## config.mk

```make
export PLATFORM = sky130hd
export DESIGN_NAME = tci_timer
export DESIGN_NICKNAME = d
export VERILOG_FILES = /design/src/rtl/tci_timer.v /design/src/rtl/tci_edge_sync.v
export VERILOG_INCLUDE_DIRS = /design/src /design/src/rtl
export SDC_FILE = /design/constraint.sdc
export NUM_CORES = 1
export LEC_CHECK = 0
export ABC_CLOCK_PERIOD_IN_PS = 4180
export BUFFER_PORTS_ARGS = -buffer_cell sky130_fd_sc_hd__buf_2
export CORE_ASPECT_RATIO = 2
export CORE_UTILIZATION = 45
export CTS_BUF_LIST = sky130_fd_sc_hd__clkbuf_8
export DETAILED_ROUTE_END_ITERATION = 8
export PLACE_DENSITY = 0.65
export SKIP_CTS_REPAIR_TIMING = 1
export SYNTH_ARGS = -nofsm -noshare
export SYNTH_HDL_FRONTEND = slang
export SYNTH_HIERARCHICAL = 1
export SYNTH_SLANG_ARGS = --single-unit
export TNS_END_PERCENT = 20
```

## constraint.sdc

```tcl
create_clock -name clk -period 4.18 [get_ports clk]
set_input_delay 0.209 -clock clk [delete_from_list [all_inputs] [get_ports clk]]
set_output_delay 0.209 -clock clk [all_outputs]
set_load 0.005 [all_outputs]
```

## src/rtl/tci_defs.vh

```
// Constants for the timer counter with input capture
`ifndef TCI_DEFS_VH
`define TCI_DEFS_VH

// ----------------------------------------
// Register addresses (byte wide, one per address)
// ----------------------------------------
`define TCI_ADDR_W        4
`define TCI_A_CTRL_ONE    4'h0
`define TCI_A_CTRL_TWO    4'h1
`define TCI_A_FLAGS       4'h2
`define TCI_A_CAP1_HI     4'h3
`define TCI_A_CAP1_LO     4'h4
`define TCI_A_CNT_HI      4'h5
`define TCI_A_CNT_LO      4'h6
`define TCI_A_SHD_HI      4'h7
`define TCI_A_SHD_LO      4'h8
`define TCI_A_CAP2_HI     4'h9
`define TCI_A_CAP2_LO     4'hA

// ----------------------------------------
// Field positions
// ----------------------------------------
// Control one
`define TCI_C1_CAPIE      7
`define TCI_C1_ROLLIE     5
`define TCI_C1_CAP1EDGE   1
// Control two
`define TCI_C2_SPM        4
`define TCI_C2_PWM        5
`define TCI_C2_CKHI       3
`define TCI_C2_CKLO       2
`define TCI_C2_CAP2EDGE   1
`define TCI_C2_EXTEDGE    0
// Flags
`define TCI_F_CAP1        7
`define TCI_F_ROLL        5
`define TCI_F_CAP2        4

// ----------------------------------------
// Values
// ----------------------------------------
`define TCI_CNT_RESET     16'hFFFC
`define TCI_CNT_MAX       16'hFFFF
`define TCI_CTRL_RESET    8'h00
`define TCI_DIV2_MASK     3'h1
`define TCI_DIV4_MASK     3'h3
`define TCI_DIV8_MASK     3'h7
`define TCI_CK_DIV4       2'h0
`define TCI_CK_DIV2       2'h1
`define TCI_CK_DIV8       2'h2
`define TCI_CK_EXT        2'h3

`endif

```

## src/rtl/tci_timer.v

```verilog
// Free-running 16-bit counter with two input-capture channels
//
// Implementation choices: strobed register access and the placing of the registers.
`timescale 1ns/10ps
`include "tci_defs.vh"

module tci_timer
(
  // Clock and reset
  input  wire                    clk,
  input  wire                    rst_n,
  // Register port
  input  wire [`TCI_ADDR_W-1:0]  regAddr,
  input  wire [7:0]              regWrData,
  input  wire                    regWrEn,
  input  wire                    regRdEn,
  output reg  [7:0]              regRdData,
  // Processor state
  input  wire                    globalMask,
  input  wire                    haltMode,
  // Pins, absent ones tied high at the top level
  input  wire                    capture_input_one,
  input  wire                    capture_input_two,
  input  wire                    ext_count_clock_pin,
  // Interrupt requests
  output wire                    rolloverIrq,
  output wire                    captureIrq
);

  // ----------------------------------------
  // Control and status state
  // ----------------------------------------
  reg  [7:0]  ctrlOne_q;
  reg  [7:0]  ctrlTwo_q;
  reg  [15:0] count_q;
  reg  [2:0]  presc_q;
  reg         tick_q;
  reg  [7:0]  lowBuf_q;
  reg         lowFrozen_q;
  reg  [15:0] cap1_q;
  reg  [15:0] cap2_q;
  reg         cap1Block_q;
  reg         cap2Block_q;
  reg         rolloverFlag_q;
  reg         cap1Flag_q;
  reg         cap2Flag_q;
  reg         rollArm_q;
  reg         cap1Arm_q;
  reg         cap2Arm_q;
  reg         negFall_q;

  wire        extEdge;
  wire        cap1Edge;
  wire        cap2Edge;

  // ----------------------------------------
  // Decoded fields and accesses
  // ----------------------------------------
  wire [1:0] clkSel       = {ctrlTwo_q[`TCI_C2_CKHI], ctrlTwo_q[`TCI_C2_CKLO]};
  wire       pulseModes   = ctrlTwo_q[`TCI_C2_SPM] | ctrlTwo_q[`TCI_C2_PWM];
  wire       anyAccess    = regWrEn | regRdEn;
  wire       accCntLo     = anyAccess & (regAddr == `TCI_A_CNT_LO);
  wire       accShdLo     = anyAccess & (regAddr == `TCI_A_SHD_LO);
  wire       rdHigh       = regRdEn & ((regAddr == `TCI_A_CNT_HI) ||
                                       (regAddr == `TCI_A_SHD_HI));
  wire       rdLow        = regRdEn & ((regAddr == `TCI_A_CNT_LO) ||
                                       (regAddr == `TCI_A_SHD_LO));
  wire       wrLow        = regWrEn & ((regAddr == `TCI_A_CNT_LO) ||
                                       (regAddr == `TCI_A_SHD_LO));
  wire       rdFlags      = regRdEn & (regAddr == `TCI_A_FLAGS);
  wire       accCap1Lo    = anyAccess & (regAddr == `TCI_A_CAP1_LO);
  wire       accCap2Lo    = anyAccess & (regAddr == `TCI_A_CAP2_LO);
  wire       rdCap1Hi     = regRdEn & (regAddr == `TCI_A_CAP1_HI);
  wire       rdCap2Hi     = regRdEn & (regAddr == `TCI_A_CAP2_HI);
  wire       rdCap1Lo     = regRdEn & (regAddr == `TCI_A_CAP1_LO);
  wire       rdCap2Lo     = regRdEn & (regAddr == `TCI_A_CAP2_LO);

  // ----------------------------------------
  // Input synchronisers and edge detectors
  // ----------------------------------------
  // Capture pins are wired straight in, no direction gating
  tci_edge_sync uExtSync
  (
    .clk       (clk),
    .rst_n     (rst_n),
    .pinIn     (ext_count_clock_pin),
    .riseSel   (ctrlTwo_q[`TCI_C2_EXTEDGE]),
    .edgePulse (extEdge)
  );

  tci_edge_sync uCap1Sync
  (
    .clk       (clk),
    .rst_n     (rst_n),
    .pinIn     (capture_input_one),
    .riseSel   (ctrlOne_q[`TCI_C1_CAP1EDGE]),
    .edgePulse (cap1Edge)
  );

  tci_edge_sync uCap2Sync
  (
    .clk       (clk),
    .rst_n     (rst_n),
    .pinIn     (capture_input_two),
    .riseSel   (ctrlTwo_q[`TCI_C2_CAP2EDGE]),
    .edgePulse (cap2Edge)
  );

  // ----------------------------------------
  // Count enable from prescaler or external clock
  // ----------------------------------------
  reg [2:0] divMask;
  always @*
  begin
    case (clkSel)
      `TCI_CK_DIV2: divMask = `TCI_DIV2_MASK;
      `TCI_CK_DIV4: divMask = `TCI_DIV4_MASK;
      `TCI_CK_DIV8: divMask = `TCI_DIV8_MASK;
      default:      divMask = `TCI_DIV8_MASK;
    endcase
  end

  // Tick is raised on the rising edge and consumed on the falling edge
  wire extSel  = (clkSel == `TCI_CK_EXT);
  wire presTick = ((presc_q & divMask) == divMask);
  always @(posedge clk or negedge rst_n)
  begin
    if (!rst_n)
    begin
      presc_q <= 3'h0;
      tick_q  <= 1'b0;
    end
    else if (haltMode)
    begin
      tick_q  <= 1'b0;
    end
    else
    begin
      presc_q <= presc_q + 3'h1;
      // External edges rely on the source keeping four CPU cycles apart
      tick_q  <= extSel ? extEdge : presTick;
    end
  end

  // ----------------------------------------
  // Counter on the falling CPU edge
  // ----------------------------------------
  // Write-to-low request is carried over as a level sampled on the fall
  reg loadReq_q;
  always @(posedge clk or negedge rst_n)
  begin
    if (!rst_n)
      loadReq_q <= 1'b0;
    else
      loadReq_q <= wrLow;
  end

  always @(negedge clk or negedge rst_n)
  begin
    if (!rst_n)
    begin
      count_q   <= `TCI_CNT_RESET;
      negFall_q <= 1'b0;
    end
    else if (loadReq_q)
    begin
      count_q   <= `TCI_CNT_RESET;
      negFall_q <= 1'b0;
    end
    else if (tick_q)
    begin
      count_q   <= count_q + 16'h0001;
      negFall_q <= (count_q == `TCI_CNT_MAX);
    end
    else
    begin
      negFall_q <= 1'b0;
    end
  end

  // Rollover seen once in the rising domain
  reg rollSeen_q;
  always @(posedge clk or negedge rst_n)
  begin
    if (!rst_n)
      rollSeen_q <= 1'b0;
    else
      rollSeen_q <= negFall_q;
  end
  wire rollEvent = negFall_q & ~rollSeen_q;

  // ----------------------------------------
  // Control registers
  // ----------------------------------------
  always @(posedge clk or negedge rst_n)
  begin
    if (!rst_n)
    begin
      ctrlOne_q <= `TCI_CTRL_RESET;
      ctrlTwo_q <= `TCI_CTRL_RESET;
    end
    else if (regWrEn)
    begin
      if (regAddr == `TCI_A_CTRL_ONE)
        ctrlOne_q <= regWrData;
      if (regAddr == `TCI_A_CTRL_TWO)
        ctrlTwo_q <= regWrData;
    end
  end

  // ----------------------------------------
  // Coherent 16-bit read buffer
  // ----------------------------------------
  always @(posedge clk or negedge rst_n)
  begin
    if (!rst_n)
    begin
      lowBuf_q    <= 8'h00;
      lowFrozen_q <= 1'b0;
    end
    else if (rdHigh && !lowFrozen_q)
    begin
      lowBuf_q    <= count_q[7:0];
      lowFrozen_q <= 1'b1;
    end
    else if (rdLow)
    begin
      lowFrozen_q <= 1'b0;
    end
  end

  // ----------------------------------------
  // Captures, held off while a high byte is pending
  // ----------------------------------------
  // Channel one is reserved for the pulse modes
  wire cap1Take = cap1Edge & ~pulseModes & ~cap1Block_q;
  wire cap2Take = cap2Edge & ~cap2Block_q;
  always @(posedge clk or negedge rst_n)
  begin
    if (!rst_n)
    begin
      cap1_q      <= 16'h0000;
      cap2_q      <= 16'h0000;
      cap1Block_q <= 1'b0;
      cap2Block_q <= 1'b0;
    end
    else
    begin
      if (cap1Take)
        cap1_q <= count_q;
      if (cap2Take)
        cap2_q <= count_q;
      if (rdCap1Hi)
        cap1Block_q <= 1'b1;
      else if (rdCap1Lo)
        cap1Block_q <= 1'b0;
      if (rdCap2Hi)
        cap2Block_q <= 1'b1;
      else if (rdCap2Lo)
        cap2Block_q <= 1'b0;
    end
  end

  // ----------------------------------------
  // Flags with two-step clear; a new event wins
  // ----------------------------------------
  always @(posedge clk or negedge rst_n)
  begin
    if (!rst_n)
    begin
      rolloverFlag_q <= 1'b0;
      cap1Flag_q     <= 1'b0;
      cap2Flag_q     <= 1'b0;
      rollArm_q      <= 1'b0;
      cap1Arm_q      <= 1'b0;
      cap2Arm_q      <= 1'b0;
    end
    else
    begin
      // Arm on a flags read that sees the bit set
      if (rdFlags && rolloverFlag_q)
        rollArm_q <= 1'b1;
      else if (accCntLo)
        rollArm_q <= 1'b0;
      if (rdFlags && cap1Flag_q)
        cap1Arm_q <= 1'b1;
      else if (accCap1Lo)
        cap1Arm_q <= 1'b0;
      if (rdFlags && cap2Flag_q)
        cap2Arm_q <= 1'b1;
      else if (accCap2Lo)
        cap2Arm_q <= 1'b0;

      // Shadow low access is not decoded here, so it never clears
      if (rollEvent)
        rolloverFlag_q <= 1'b1;
      else if (accCntLo && rollArm_q)
        rolloverFlag_q <= 1'b0;
      if (cap1Take)
        cap1Flag_q <= 1'b1;
      else if (accCap1Lo && cap1Arm_q)
        cap1Flag_q <= 1'b0;
      if (cap2Take)
        cap2Flag_q <= 1'b1;
      else if (accCap2Lo && cap2Arm_q)
        cap2Flag_q <= 1'b0;
    end
  end

  // Requests stay pending in the flags until enable and mask allow
  assign rolloverIrq = rolloverFlag_q & ctrlOne_q[`TCI_C1_ROLLIE] & ~globalMask;
  assign captureIrq  = (cap1Flag_q | cap2Flag_q) & ctrlOne_q[`TCI_C1_CAPIE]
                       & ~globalMask;

  // ----------------------------------------
  // Read data, one cycle after the strobe
  // ----------------------------------------
  reg [7:0] rdMux;
  always @*
  begin
    case (regAddr)
      `TCI_A_CTRL_ONE: rdMux = ctrlOne_q;
      `TCI_A_CTRL_TWO: rdMux = ctrlTwo_q;
      `TCI_A_FLAGS:    rdMux = {cap1Flag_q, 1'b0, rolloverFlag_q, cap2Flag_q, 4'h0};
      `TCI_A_CAP1_HI:  rdMux = cap1_q[15:8];
      `TCI_A_CAP1_LO:  rdMux = cap1_q[7:0];
      `TCI_A_CAP2_HI:  rdMux = cap2_q[15:8];
      `TCI_A_CAP2_LO:  rdMux = cap2_q[7:0];
      `TCI_A_CNT_HI:   rdMux = count_q[15:8];
      `TCI_A_SHD_HI:   rdMux = count_q[15:8];
      `TCI_A_CNT_LO:   rdMux = lowFrozen_q ? lowBuf_q : count_q[7:0];
      `TCI_A_SHD_LO:   rdMux = lowFrozen_q ? lowBuf_q : count_q[7:0];
      default:         rdMux = 8'h00;
    endcase
  end

  always @(posedge clk or negedge rst_n)
  begin
    if (!rst_n)
      regRdData <= 8'h00;
    else if (regRdEn)
      regRdData <= rdMux;
    else
      regRdData <= 8'h00;
  end

endmodule // tci_timer

```

## src/rtl/tci_edge_sync.v

```verilog
// Two-flop synchroniser with selectable edge detector
`timescale 1ns/10ps

module tci_edge_sync
(
  // Clock and reset
  input  wire clk,
  input  wire rst_n,
  // Asynchronous input and edge choice
  input  wire pinIn,
  input  wire riseSel,
  // Detected active edge, one-cycle pulse
  output wire edgePulse
);

  reg meta_q;
  reg sync_q;
  reg prev_q;

  // ----------------------------------------
  // Synchronise then remember last level
  // ----------------------------------------
  // Reset to 1 so an absent pin, held high, makes no false edge
  always @(posedge clk or negedge rst_n)
  begin
    if (!rst_n)
    begin
      meta_q <= 1'b1;
      sync_q <= 1'b1;
      prev_q <= 1'b1;
    end
    else
    begin
      meta_q <= pinIn;
      sync_q <= meta_q;
      prev_q <= sync_q;
    end
  end

  // Edge on the synchronised level only
  assign edgePulse = riseSel ? (sync_q & ~prev_q) : (~sync_q & prev_q);

endmodule // tci_edge_sync

```

* Word level (Yosys, flattened, before mapping)
Index checks and enable logic that the tools add are counted.
** Word-level totals
- Output and inout port bits :: 10
- Logic and storage cells :: 143
- Register bits after elaboration :: 105
** Operators by class
- Bitwise logic cells :: 40
- Muxes and demuxes :: 31
- Eq/ne operators :: 14
- Add/subtract/negate cells :: 2
- Reduce and logical (&&, ||, !) cells :: 26
** Operator list (count)
- $pmux W8 S9 :: 1
- $mux W16 :: 2
- $and A1 B1 Y1 :: 25
- $mux W1 :: 25
- $reduce_bool A2 Y1 :: 10
- $add A16 B1 Y16 const B :: 1
- $eq A16 B16 Y1 const B :: 1
- $eq A4 B3 Y1 const B :: 4
- $mux W8 :: 2
- $eq A4 B4 Y1 const B :: 3
- $not A1 Y1 :: 11
- $eq A4 B2 Y1 const B :: 2
- $logic_and A1 B1 Y1 :: 7
- $pmux W3 S2 :: 1
- $eq A4 B1 Y1 const B :: 1
- $logic_not A4 Y1 :: 1
- $reduce_and A2 Y1 :: 2
- $reduce_or A2 Y1 :: 2
- $add A3 B1 Y3 const B :: 1
- $and A3 B3 Y3 :: 1
- $eq A3 B3 Y1 :: 1
- $or A1 B1 Y1 :: 3
- $eq A2 B1 Y1 const B :: 1
- $eq A2 B2 Y1 const B :: 1
- 3 further kinds :: 4

* Depth between registers and ports, before layout
Gate-level depths: netlist of run 1.
- Depth in word-level cells :: 6
- Depth in mapped cells :: 7
- Depth with buffers taken out :: 5

* Modules after synthesis
Netlist of run 1, hierarchy kept.
** Modules (own cells, without submodules)
- tci_timer :: cells each 391, times used 1, area each 4618.2 um^2
- tci_edge_sync :: cells each 6, times used 3, area each 101.3 um^2

==> results summary, run 1 <==
The area fraction in compound gates after synthesis is between 10% and 20%. The endpoint kind of the worst setup timing path is a flop. The number of cells in the design after placement is 559. The net count after synthesis is between 400 and 500.

The max-cap check violation count came out at 0. The post-synthesis adder-cell area fraction came out at 0.508%. Clock tree synthesis selected as its root buffer the cell clkbuf_8.

The number of nets in the layout came out at roughly 470. After detailed routing, no signal wire sits above met4. The tightest min-delay check is of the in -> reg type. The post-layout instance count excluding filler cells came out at between 500 and 600. The pin count of the biggest net entering global routing came out at 40. The setup check on the worst reg-to-reg path leaves a slack of 630 ps. In this run the critical register-to-register path is launched from loadReq_q$_DFF_PN0_.

The total global-route track usage came out at 23.1%. The worst-case reg-to-reg path depth is 4. Cells with a size suffix above 1 make up 32.5% of the layout.

Of the post-synthesis cell area, the dominant cell type holds 40.2%. The synthesized flop and latch total came out at between 100 and 150. The final weighted congestion in routability-driven placement is between 0.8 and 0.9. Setup violations remaining at the end of the flow were counted as 0.

The critical path ends at count_q[13]$_DFFE_NN1P_. TritonCTS built the clock tree. In this run the worst setup path begins at loadReq_q$_DFF_PN0_. The post-route antenna net violation count came out at 0. The clock transition time at the flip-flop clock pins of the worst setup and hold paths came out at 100 ps.

Synthesis instantiated 58 different standard cells from the library. After synthesis the cells add up to approximately 4900 um2. By area the synthesized netlist is led by dfrtp_1, mux2_2, dfstp_2. The total wirelength of the detailed-routed design is 12.3 mm. In this run the tightest slew margin relative to its limit is 26.8%. Synthesis produced a netlist whose cell count is 409. The initial standard-cell utilization of the core came out at 46.7%. The worst-margin pin slew is 1100 ps. The final HPWL from detailed placement came out at 8.93 mm. Walking the worst path, the cells encountered are o211ai_4 -> or3_4 -> or3_1 -> nand3_1. The number of antenna violations at the first check in global routing came to 0. In this run the power spent charging and discharging nets is roughly 1.1 mW. The delay of the slowest cell on the worst path came out at 500 ps. The element type at the critical path start is a flop. The maximum fanout along the worst path is 7. The main combinational cell family by area after synthesis is multiplexers.

The ratio of total power to cell area is 587 nW/um2. The count of flip-flops with a built-in enable after synthesis came out at 0. By instance count, the leading cell after synthesis is dfrtp_1. The setup slack after layout is 632 ps.

The post-synthesis share of cell area spent on xor and xnor gates is 2.31%. The flow ran to the end, and the final reports show no timing, DRC or antenna violations. The die covers 11,400 um2. The sequential area share after synthesis came out at 54.0%. The initial DRC count came out at ~330. The worst slack after detailed placement came out at ~620 ps. The clock group share of total power came out at 23.5%.

For this design the static power due to leakage is 2.28 nW. The part of the total power dissipated in combinational logic came out at 24.0%. The via count of the first global-routing pass was between 3,000 and 4,000. The hold slack is approximately 57 ps. The number of H-tree levels came out at 3. The core footprint came out at 10,500 um2.

Among all flip-flop cells after synthesis, the most frequent one is dfrtp_1. The synthesis warning total is 6. The worst endpoint data arrival time came out at 1800 ps. The CTS sink count came out at 105. The detailed-routing iteration count for the pre-antenna-repair pass came out at 5.

The slowest library cell on the worst path is dfrtp_1. The floorplan has 53 rows. Dividing the synthesized area by the synthesized cell count gives 12.0 um2. The routed metal-1 wire length came out at 4.50 mm. The routed design uses 410 um of met3 wire. Across all layers, the routed design uses 3,515 vias. Input and output buffers added on the ports amount to 30. The multiplexer fraction of the synthesized cell area came out at between 10% and 20%. The register share of total power came out at 52.5%. The simple-gate share of the synthesized area came out at 13.4%. Setup repair after global routing left no endpoint under its margin. The boundary pin count is 31. The switching portion of total power came out at 32.6%. The final worst clock skew is a little over 70 ps.

Buffers inserted during clock tree synthesis total 9. The residual overflow from global routing is 0. The total design power came out at 3.23 mW. The later-pin clock latency in the skew report came out at 420 ps. The met2 wire length is 6.72 mm.

The global-route wire length before repair is 19.7 mm. Internal power comes to 2.18 mW. Sorting the synthesized cells by how often they occur yields dfrtp_1, mux2_2, nand2_1.

IR analysis of the VDD net gives a maximum drop of around 0.2 mV. The maximum number of buffers from clock root to sink is 2. The required time at the worst-slack endpoint is about 2400 ps. The vertical die dimension is 150 um. Counting flops with an async set or reset pin after synthesis yields a share of 100%.

The number of DRC violations after detailed routing came out at 0. The number of max-slew violations in the final report came out at 0. In this run the critical register-to-register path is captured at count_q[13]$_DFFE_NN1P_. The critical path is of the reg -> reg type. The number of vias per cell came out at 5.94.

The cell type with the highest aggregate area in the netlist is dfrtp_1. The floorplan step set the die width to 76.0 um. The area growth from synthesis to layout is 11.8%. The number of hold-slack violations in the final timing report is 0. The final-layout setup total negative slack is 0 ps. In the final routed layout, each cell accounts on average for approximately 21 um. The repair_antennas step left the layout with diodes totalling 0.
state kept, by name, summed over array words and instances (netlist names), 3 cells and up:
| signal | flops |
|---|---|
| cap2_q | 16 |
| lowBuf_q | 8 |
| ctrlOne_q | 8 |
| count_q | 16 |
| cap1_q | 16 |
| ctrlTwo_q | 8 |
| presc_q | 3 |
| regRdData | 8 |
how the worst min path moves through the flow:
stage / start / to / cells past startpoint
final: haltMode / presc_q[0]$_DFFE_PN0N_ / 2
after global routing: haltMode / presc_q[0]$_DFFE_PN0N_ / 2
after global placement: rst_n / cap2_q[3]$_DFFE_PN0P_ / 1
after floorplan: rst_n / cap1Arm_q$_DFFE_PN0P_ / 0
after CTS: rst_n / cap2_q[11]$_DFFE_PN0P_ / 1
after detailed placement: rst_n / lowBuf_q[3]$_DFFE_PN0P_ / 1
power by group through the flow:
stage / clock network (mW) / logic (mW) / registers [mW]
final: 0.760 / 0.775 / 1.70
after global routing: 0.826 / 0.849 / 1.74
after CTS: 0.775 / 0.781 / 1.69
after detailed placement: 0.0220 / 0.775 / 1.71
after global placement: 0.0220 / 0.761 / 1.70
after floorplan: 0.0220 / 0.640 / 1.55
layout by cell type, fill, tap and decap left out, drive strengths merged, types with 3 or more instances in the layout:
| cell | instances |
|---|---|
| a22oi | 4 |
| o22a | 4 |
| a22o | 10 |
| and3 | 5 |
| bufinv | 3 |
| nor3 | 4 |
| nor4 | 4 |
| mux2 | 61 |
| nand2b | 7 |
| nand3b | 6 |
| or3 | 4 |
| a32oi | 8 |
| nand4 | 5 |
| nor2 | 14 |
| nand2 | 29 |
| clkbuf | 9 |
| xnor2 | 11 |
| nand3 | 17 |
| dfrtp | 79 |
| a2bb2oi | 3 |
| inv | 24 |
| buf | 36 |
| a21o | 4 |
| a31oi | 5 |
| dlygate4sd3 | 4 |
| nor3b | 3 |
| o21ai | 15 |
| mux2i | 7 |
| dfstp | 23 |
| nor2b | 7 |
| a21oi | 9 |
| dfrtn | 3 |
worst max-delay path: cells and delay by family, from the launching register on:
| kind | cells | cell delay (ps) |
|---|---|---|
| compound gates | 1 | 140 |
| flops | 1 | 500 |
| simple gates | 3 | 790 |
through the flow:
stage	instance area, um2	utilization (%)
2_1_floorplan	4920	-
3_3_place_gp	5190	49.2
3_5_place_dp	5190	49.2
4_1_cts	5470	51.8
5_1_grt	5510	52.2
6_report	5510	52.2
cell type report:
type | count | area, um2
Inverter | 8 | 30.0
Tap cell | 137 | 171
Fill cell | 928 | 5040
Multi-Input combinational cell | 272 | 2130
Sequential cell | 105 | 2660
Clock buffer | 9 | 124
Timing Repair Buffer | 40 | 238
Clock inverter | 21 | 154
logic make-up after synthesis:
kind of cell,count (synthesis)
simple gates,115
flops,105
compound gates,73
mux,69
buf+inv,32
xor+xnor,13
fa+ha+maj,2
metal layers:
layer | GRT usage [%] | vias to the layer above
li1 | - | 1582
met1 | 24.7 | 1790
met2 | 42.7 | 103
met3 | 3.35 | 40
met4 | 14.0 | 0
met5 | 0 | -
No activity file was read; power rests on OpenSTA's default activity.
==> run 2: changes to the inputs <==
--- a/config.mk
+++ b/config.mk
@@ -6,13 +6,13 @@
 export SDC_FILE = /design/constraint.sdc
 export NUM_CORES = 1
 export LEC_CHECK = 0
-export ABC_CLOCK_PERIOD_IN_PS = 4180
+export ABC_CLOCK_PERIOD_IN_PS = 3050
 export BUFFER_PORTS_ARGS = -buffer_cell sky130_fd_sc_hd__buf_2
 export CORE_ASPECT_RATIO = 2
 export CORE_UTILIZATION = 45
 export CTS_BUF_LIST = sky130_fd_sc_hd__clkbuf_8
 export DETAILED_ROUTE_END_ITERATION = 8
-export PLACE_DENSITY = 0.65
+export PLACE_DENSITY = 0.67
 export SKIP_CTS_REPAIR_TIMING = 1
 export SYNTH_ARGS = -nofsm -noshare
 export SYNTH_HDL_FRONTEND = slang
==> constraint.sdc (replaced) <==
create_clock -name clk -period 3.05 [get_ports clk]
set_input_delay 0.1525 -clock clk [delete_from_list [all_inputs] [get_ports clk]]
set_output_delay 0.1525 -clock clk [all_outputs]
set_load 0.005 [all_outputs]
==> run 2 against run 1 <==
Effect of this change:
- critical path depth unchanged
- wire length rose by 1.1%
- die area stayed put
- sequential power up 32%
- power grew 36%
- non-clock buffer count up 12
- clock skew fell by 11 ps
- setup slack worse by 480 ps
- register-to-register slack got worse by 480 ps
- cell area rose by 1.0%
- largest cell class unchanged
==> results summary, run 2 (synthesis results as in run 1) <==
The residual overflow from global routing is 0 (unchanged). The required time at the worst-slack endpoint came out at 1870 ps (was 2430 ps). RSZ-0062 raised after global routing: no (unchanged). The relative slew slack came to 45.9% (was 26.8%). The setup slack after layout came out at 147 ps (was 632 ps). The initial standard-cell utilization of the core is 46.7% (unchanged). The worst IR drop on VDD is 0.247 mV (was 0.201 mV).

The clock group share of total power came out at 20.5% (was 23.5%). The capturing point of the worst reg2reg path is count_q[13]$_DFFE_NN1P_ (unchanged). The final-layout fill cell count is 949 (was 928). The total wirelength of the detailed-routed design came out at 12.4 mm (was 12.3 mm). The cell type group with the largest total delay on the critical path is simple AND/OR/NAND/NOR gates (unchanged). The TritonCTS clock tree is yes (unchanged).

The final worst clock skew is 60.8 ps (was 72.2 ps). The ratio of total power to cell area is 788 nW/um2 (was 587 nW/um2). The number of cells in the design after placement came out at 571 (was 559). The part of the total power dissipated in combinational logic is 28.4% (was 24.0%). The number of nets in the layout came out at 485 (was 473).

The post-route antenna net violation count is 0 (unchanged). The count of endpoints failing setup in the final report is 0 (unchanged). The total global-route track usage came to 23.7% (was 23.1%). The switching component of the power is 1.50 mW (was 1.05 mW). The placement row count came to 53 (unchanged). The number of buffers inserted by port buffering is 30 (unchanged). The number of hold-slack violations in the final timing report was 0 (unchanged). The clock transition time at the flip-flop clock pins of the worst setup and hold paths is 100 ps (about the same). The final weighted congestion in routability-driven placement is 0.900 (was 0.839).

The max-cap check violation count is 0 (unchanged). The element type at the critical path start is a flop (unchanged). The detailed-route via count came out at 3,542 (was 3,515). The number of H-tree levels is 3 (unchanged). The maximum fanout along the worst path came out at 5 (was 7).

The number of max-slew violations in the final report is 0 (unchanged). The switching portion of total power is 34.1% (was 32.6%). The vertical die dimension is 150 um (unchanged). The start point of the worst hold path was regWrData[1] (was haltMode). The wire length per cell after detailed routing came out at 20.5 um (was 20.7 um).

The later-pin clock latency in the skew report is 410 ps (was 420 ps). The combined buffer and inverter count along the critical path is 0 (unchanged). The initial DRC count is 299 (was 325). The worst slack after detailed placement is 108 ps (was 623 ps). The critical setup path kind is reg -> reg (unchanged). The multi-input combinational cell area came out at 2140 um2 (was 2130 um2). The horizontal extent of the die came out at 76.0 um (unchanged).

The worst-margin pin slew came to 809 ps (was 1100 ps). The depth of the worst hold-timing path came out at 2 (unchanged). The number of DRC violations after detailed routing is 0 (unchanged).

The clock tree root buffer cell is clkbuf_8 (unchanged). The launching point of the worst reg2reg path is tick_q$_DFF_PN0_ (was loadReq_q$_DFF_PN0_). The number of antenna violations at the first check in global routing is 0 (unchanged). The layout overhead on the synthesized area is 13.0% (was 11.8%). The endpoint kind of the worst setup timing path was a flop (unchanged). The delay of the slowest cell on the worst path is 450 ps (was 500 ps). The core footprint was 10,500 um2 (unchanged). Result of the run: finished, final reports clean (unchanged). The number of vias per cell came to 5.86 (was 5.94). The final-layout setup total negative slack came out at 0 ps (unchanged). The boundary pin count was 31 (unchanged). The worst endpoint data arrival time was 1720 ps (was 1800 ps). The total design power came out at 4.38 mW (was 3.23 mW).

The leakage power summed over all cells came out at 2.32 nW (was 2.28 nW). The slowest library cell on the worst path is dfrtp_1 (unchanged). Registers with the highest flip-flop counts: cap1_q: 16 flops, cap2_q: 16 flops, count_q: 16 flops (unchanged). The cell area reported after detailed placement came out at 5280 um2 (was 5190 um2). The post-layout instance count excluding filler cells came out at 604 (was 592). Most used cells in the layout excluding fill and tap cells: dfrtp_1, mux2_2, nand2_1, buf_2, dfstp_2 (was dfrtp_1, mux2_2, nand2_1, buf_2). The CTS sink count is 105 (unchanged).

The sequential cell area is 2660 um2 (unchanged). The global-route wire length before repair is 20.1 mm (was 19.7 mm). The share of the core filled with cells is 52.8% (was 52.2%).

The internal portion of total power is 2.89 mW (was 2.18 mW). The end point of the worst hold path is ctrlTwo_q[1]$_DFFE_PN0P_ (was presc_q[0]$_DFFE_PN0N_). Cells traversed along the worst timing path: o211ai_4 -> or3_4 -> or3_1 -> nand3_1 (unchanged). The share of layout cells above drive strength 1 came out at 34.9% (was 32.5%). The via count of the first global-routing pass is 3,713 (was 3,630).

The number of inserted diodes was 0 (unchanged). The final HPWL from detailed placement is 9.29 mm (was 8.93 mm). The pin count of the biggest net entering global routing is 44 (was 40). The post-layout instance area came out at 5560 um2 (was 5510 um2).

The die area came out at 11,400 um2 (unchanged). The hold slack is 10.2 ps (was 57.1 ps). The register share of total power is 51.1% (was 52.5%). The detailed-routing iteration count for the pre-antenna-repair pass is 4 (was 5). The most common cell after layout, fill and taps aside is dfrtp_1 (unchanged). The worst-case reg-to-reg path depth is 4 (unchanged).

The setup slack of the worst register-to-register path is 150 ps (was 630 ps). The TritonCTS buffer count came out at 9 (unchanged). The worst hold path class was in -> reg (unchanged). The maximum number of buffers from clock root to sink is 2 (unchanged).
[run 2: power groups by stage]
| stage | clock, mW | sequential [mW] | combinational (mW) |
|---|---|---|---|
| 4_1_cts | 0.915 | 2.24 | 1.24 |
| 6_report | 0.897 | 2.24 | 1.25 |
| 3_5_place_dp | 0.0302 | 2.27 | 1.24 |
| 3_3_place_gp | 0.0302 | 2.25 | 1.21 |
| 5_1_grt | 0.979 | 2.30 | 1.36 |
| 2_1_floorplan | 0.0302 | 2.13 | 0.877 |
[run 2: final cells by class]
type	count	area share, %
Sequential cell	105	47.8
Multi-Input combinational cell	272	38.4
Timing Repair Buffer	52	5.89
Tap cell	137	3.08
Clock buffer	9	2.23
Clock inverter	21	2.07
Inverter	8	0.540
[run 2: worst max-delay path by stage]
stage	end	from	cells past startpoint	slack (ps)
after floorplan	count_q[13]$_DFFE_NN1P_	tick_q$_DFF_PN0_	5	30
after global placement	count_q[14]$_DFFE_NN1P_	loadReq_q$_DFF_PN0_	4	160
after detailed placement	count_q[14]$_DFFE_NN1P_	loadReq_q$_DFF_PN0_	4	110
after CTS	count_q[14]$_DFFE_NN1P_	loadReq_q$_DFF_PN0_	4	90
after global routing	count_q[13]$_DFFE_NN1P_	loadReq_q$_DFF_PN0_	4	90
final	count_q[13]$_DFFE_NN1P_	tick_q$_DFF_PN0_	4	150
[run 2: per-layer routing]
metal  global-route usage (%)  routed length [um]  vias up
met1                     24.7                4460     1789
met5                        0                   0        -
met3                     4.27                 515       35
met2                     44.1                6830      117
li1                         -                   -     1601
met4                     13.7                 576        0
==> run 3: changes to the inputs <==
--- a/config.mk
+++ b/config.mk
@@ -8,7 +8,6 @@
 export LEC_CHECK = 0
 export ABC_CLOCK_PERIOD_IN_PS = 3050
 export BUFFER_PORTS_ARGS = -buffer_cell sky130_fd_sc_hd__buf_2
-export CORE_ASPECT_RATIO = 2
 export CORE_UTILIZATION = 45
 export CTS_BUF_LIST = sky130_fd_sc_hd__clkbuf_8
 export DETAILED_ROUTE_END_ITERATION = 8
==> constraint.sdc (replaced) <==
create_clock -name clk -period 3.05 [get_ports clk]
set_input_delay 0.305 -clock clk [delete_from_list [all_inputs] [get_ports clk]]
set_output_delay 0.305 -clock clk [all_outputs]
set_load 0.005 [all_outputs]
==> run 3 against run 2 <==
Effect of this change:
- clock power is 25% higher
- largest power group unchanged
- die area is 0.22% lower
- global-route usage is 1.7 points lower
- sequential power hardly changed
- critical path depth stayed put
- setup slack worse by 46 ps
- critical endpoint unchanged
- combinational power hardly changed
- via count is 1.2% lower
- flip-flop and latch count stayed put
- highest routed layer unchanged
- non-clock buffer count is 3 lower
==> results summary, run 3 (synthesis results as in run 1) <==
Result of the run: finished, final reports clean (unchanged). The ratio of total power to cell area came to 823 nW/um2 (was 788 nW/um2). RSZ-0062 raised after global routing: no (unchanged).

The number of hold-slack violations in the final timing report is 0 (unchanged). The critical setup path kind is reg -> reg (unchanged). The clock transition time at the flip-flop clock pins of the worst setup and hold paths was 110 ps (was 100 ps).

The detailed-route via count came to 3,500 (was 3,542). The element type at the critical path start was a flop (unchanged). The initial standard-cell utilization of the core came out at 47.0% (was 46.7%).

The global-route wire length before repair came out at 18.9 mm (was 20.1 mm). The initial DRC count came out at 274 (was 299). The number of vias per cell is 5.83 (was 5.86). The most common cell after layout, fill and taps aside was dfrtp_1 (unchanged). The multi-input combinational cell area is 2140 um2 (unchanged). The horizontal extent of the die came out at 107 um (was 76.0 um). The worst IR drop on VDD is 0.277 mV (was 0.247 mV). The pin count of the biggest net entering global routing is 39 (was 44). The total global-route track usage is 22.0% (was 23.7%). The number of inserted diodes is 0 (unchanged).

The maximum number of buffers from clock root to sink is 2 (unchanged). The number of DRC violations after detailed routing is 0 (unchanged). The number of cells in the design after placement came out at 570 (was 571).

The TritonCTS clock tree is yes (unchanged). The relative slew slack came to 37.5% (was 45.9%). Registers with the highest flip-flop counts: cap1_q: 16 flops, cap2_q: 16 flops, count_q: 16 flops (unchanged). The later-pin clock latency in the skew report came to 410 ps (about the same). The final weighted congestion in routability-driven placement came out at 0.832 (was 0.900).

The number of H-tree levels is 3 (unchanged). The vertical die dimension came to 107 um (was 150 um). The final-layout setup total negative slack is 0 ps (unchanged). The number of antenna violations at the first check in global routing was 0 (unchanged). The TritonCTS buffer count is 9 (unchanged).

The post-layout instance area is 5590 um2 (was 5560 um2). The residual overflow from global routing came out at 0 (unchanged). The clock tree root buffer cell is clkbuf_8 (unchanged). The count of endpoints failing setup in the final report is 0 (unchanged). The final worst clock skew came out at 63.0 ps (was 60.8 ps). The worst hold path class is in -> reg (unchanged). The slowest library cell on the worst path is dfrtp_1 (unchanged). The final HPWL from detailed placement came out at 8.46 mm (was 9.29 mm). The number of nets in the layout is 482 (was 485). The total wirelength of the detailed-routed design is 11.8 mm (was 12.4 mm).

The maximum fanout along the worst path came out at 5 (unchanged). The worst endpoint data arrival time is 1760 ps (was 1720 ps). The sequential cell area came out at 2660 um2 (unchanged). The endpoint kind of the worst setup timing path is a flop (unchanged). Most used cells in the layout excluding fill and tap cells: dfrtp_1, mux2_2, nand2_1, buf_2, dfstp_2 (unchanged).

The final-layout fill cell count came out at 929 (was 949). The post-layout instance count excluding filler cells came out at 600 (was 604). The delay of the slowest cell on the worst path is 480 ps (was 450 ps). The leakage power summed over all cells came out at 2.32 nW (about the same). The detailed-routing iteration count for the pre-antenna-repair pass came out at 7 (was 4). The post-route antenna net violation count was 0 (unchanged). The via count of the first global-routing pass is 3,434 (was 3,713). The cell area reported after detailed placement came to 5280 um2 (about the same). The layout overhead on the synthesized area came out at 13.6% (was 13.0%).

The worst-margin pin slew is 938 ps (was 809 ps). The share of layout cells above drive strength 1 is 35.1% (was 34.9%). The required time at the worst-slack endpoint was 1860 ps (was 1870 ps). The die area came out at 11,400 um2 (about the same). The setup slack of the worst register-to-register path came out at 100 ps (was 150 ps). The CTS sink count was 105 (unchanged). The max-cap check violation count came out at 0 (unchanged).

The placement row count came out at 37 (was 53). The total design power was 4.60 mW (was 4.38 mW). Cells traversed along the worst timing path: o211ai_4 -> or3_4 -> or3_1 -> nand3_1 (unchanged).

The wire length per cell after detailed routing came out at 19.7 um (was 20.5 um). The number of max-slew violations in the final report came out at 0 (unchanged). The core footprint is 10,500 um2 (about the same). The boundary pin count was 31 (unchanged).

The number of buffers inserted by port buffering came out at 30 (unchanged).
==> run 3: changes by cell type in the layout (fill, tap and decap cells not counted) <==
cell and change:
bufinv_16 +3, bufinv_8 -1, clkinv_2 -1, clkinvlp_4 +1, dlygate4sd3_1 -3, inv_4 -1
inv_6 -1
==> run 3: path summary, 6_finish.rpt <==
| check | cells past startpoint | endpoint | from |
|---|---|---|---|
| worst max register to register | 4 | count_q[13]$_DFFE_NN1P_ | tick_q$_DFF_PN0_ |
| min in group asynchronous | 2 | lowBuf_q[2]$_DFFE_PN0P_ | rst_n |
| worst min-delay path | 1 | uExtSync/meta_q$_DFF_PN1_ | ext_count_clock_pin |
| worst max-delay path | 4 | count_q[13]$_DFFE_NN1P_ | tick_q$_DFF_PN0_ |
| worst min register to register | 0 | uCap2Sync/sync_q$_DFF_PN1_ | uCap2Sync/meta_q$_DFF_PN1_ |
| max in group asynchronous | 2 | count_q[11]$_DFFE_NN1P_ | rst_n |
==> run 3: cell type report <==
cell class	instances	share of cell area, %
sequential	105	47.5
multi-input combinational	272	38.2
timing repair buffer	49	5.33
clock inverter	21	3.13
tap	136	3.04
clock buffer	9	2.22
inverter	8	0.537
==> run 3: where the power goes <==
part	switching, mW	internal (mW)	total (mW)
clock	0.544	0.573	1.12
combinational	0.605	0.640	1.24
sequential	0.362	1.88	2.24
==> run 3: per-stage QoR <==
stage | hold WS [ps] | setup slack [ps] | utilization [%]
finish | 23.3 | 101 | 53.4
global route | 4.21 | 51.6 | 53.4
CTS | -103 | 92.7 | 53.3
detailed placement | 302 | 94.3 | 50.5
global placement | 301 | 168 | 50.5
floorplan | 9.41 | 28.4 | -
==> run 3: critical path: cells and delay by family, from the launching register on <==
kind	cells	cell delay (ps)
AND/OR/NAND/NOR	3	800
flip-flops	1	480
AO/OA/AOI/OAI	1	120
==> run 3: layer usage <==
metal | vias to the layer above | wire length [um] | share of wire, % | track usage [%]
met5 | - | 0 | 0 | 0
met4 | 0 | 365 | 3.1 | 8.90
met3 | 26 | 590 | 5.0 | 2.37
met2 | 114 | 5560 | 47 | 34.7
met1 | 1771 | 5330 | 45 | 31.3
li1 | 1589 | - | - | -
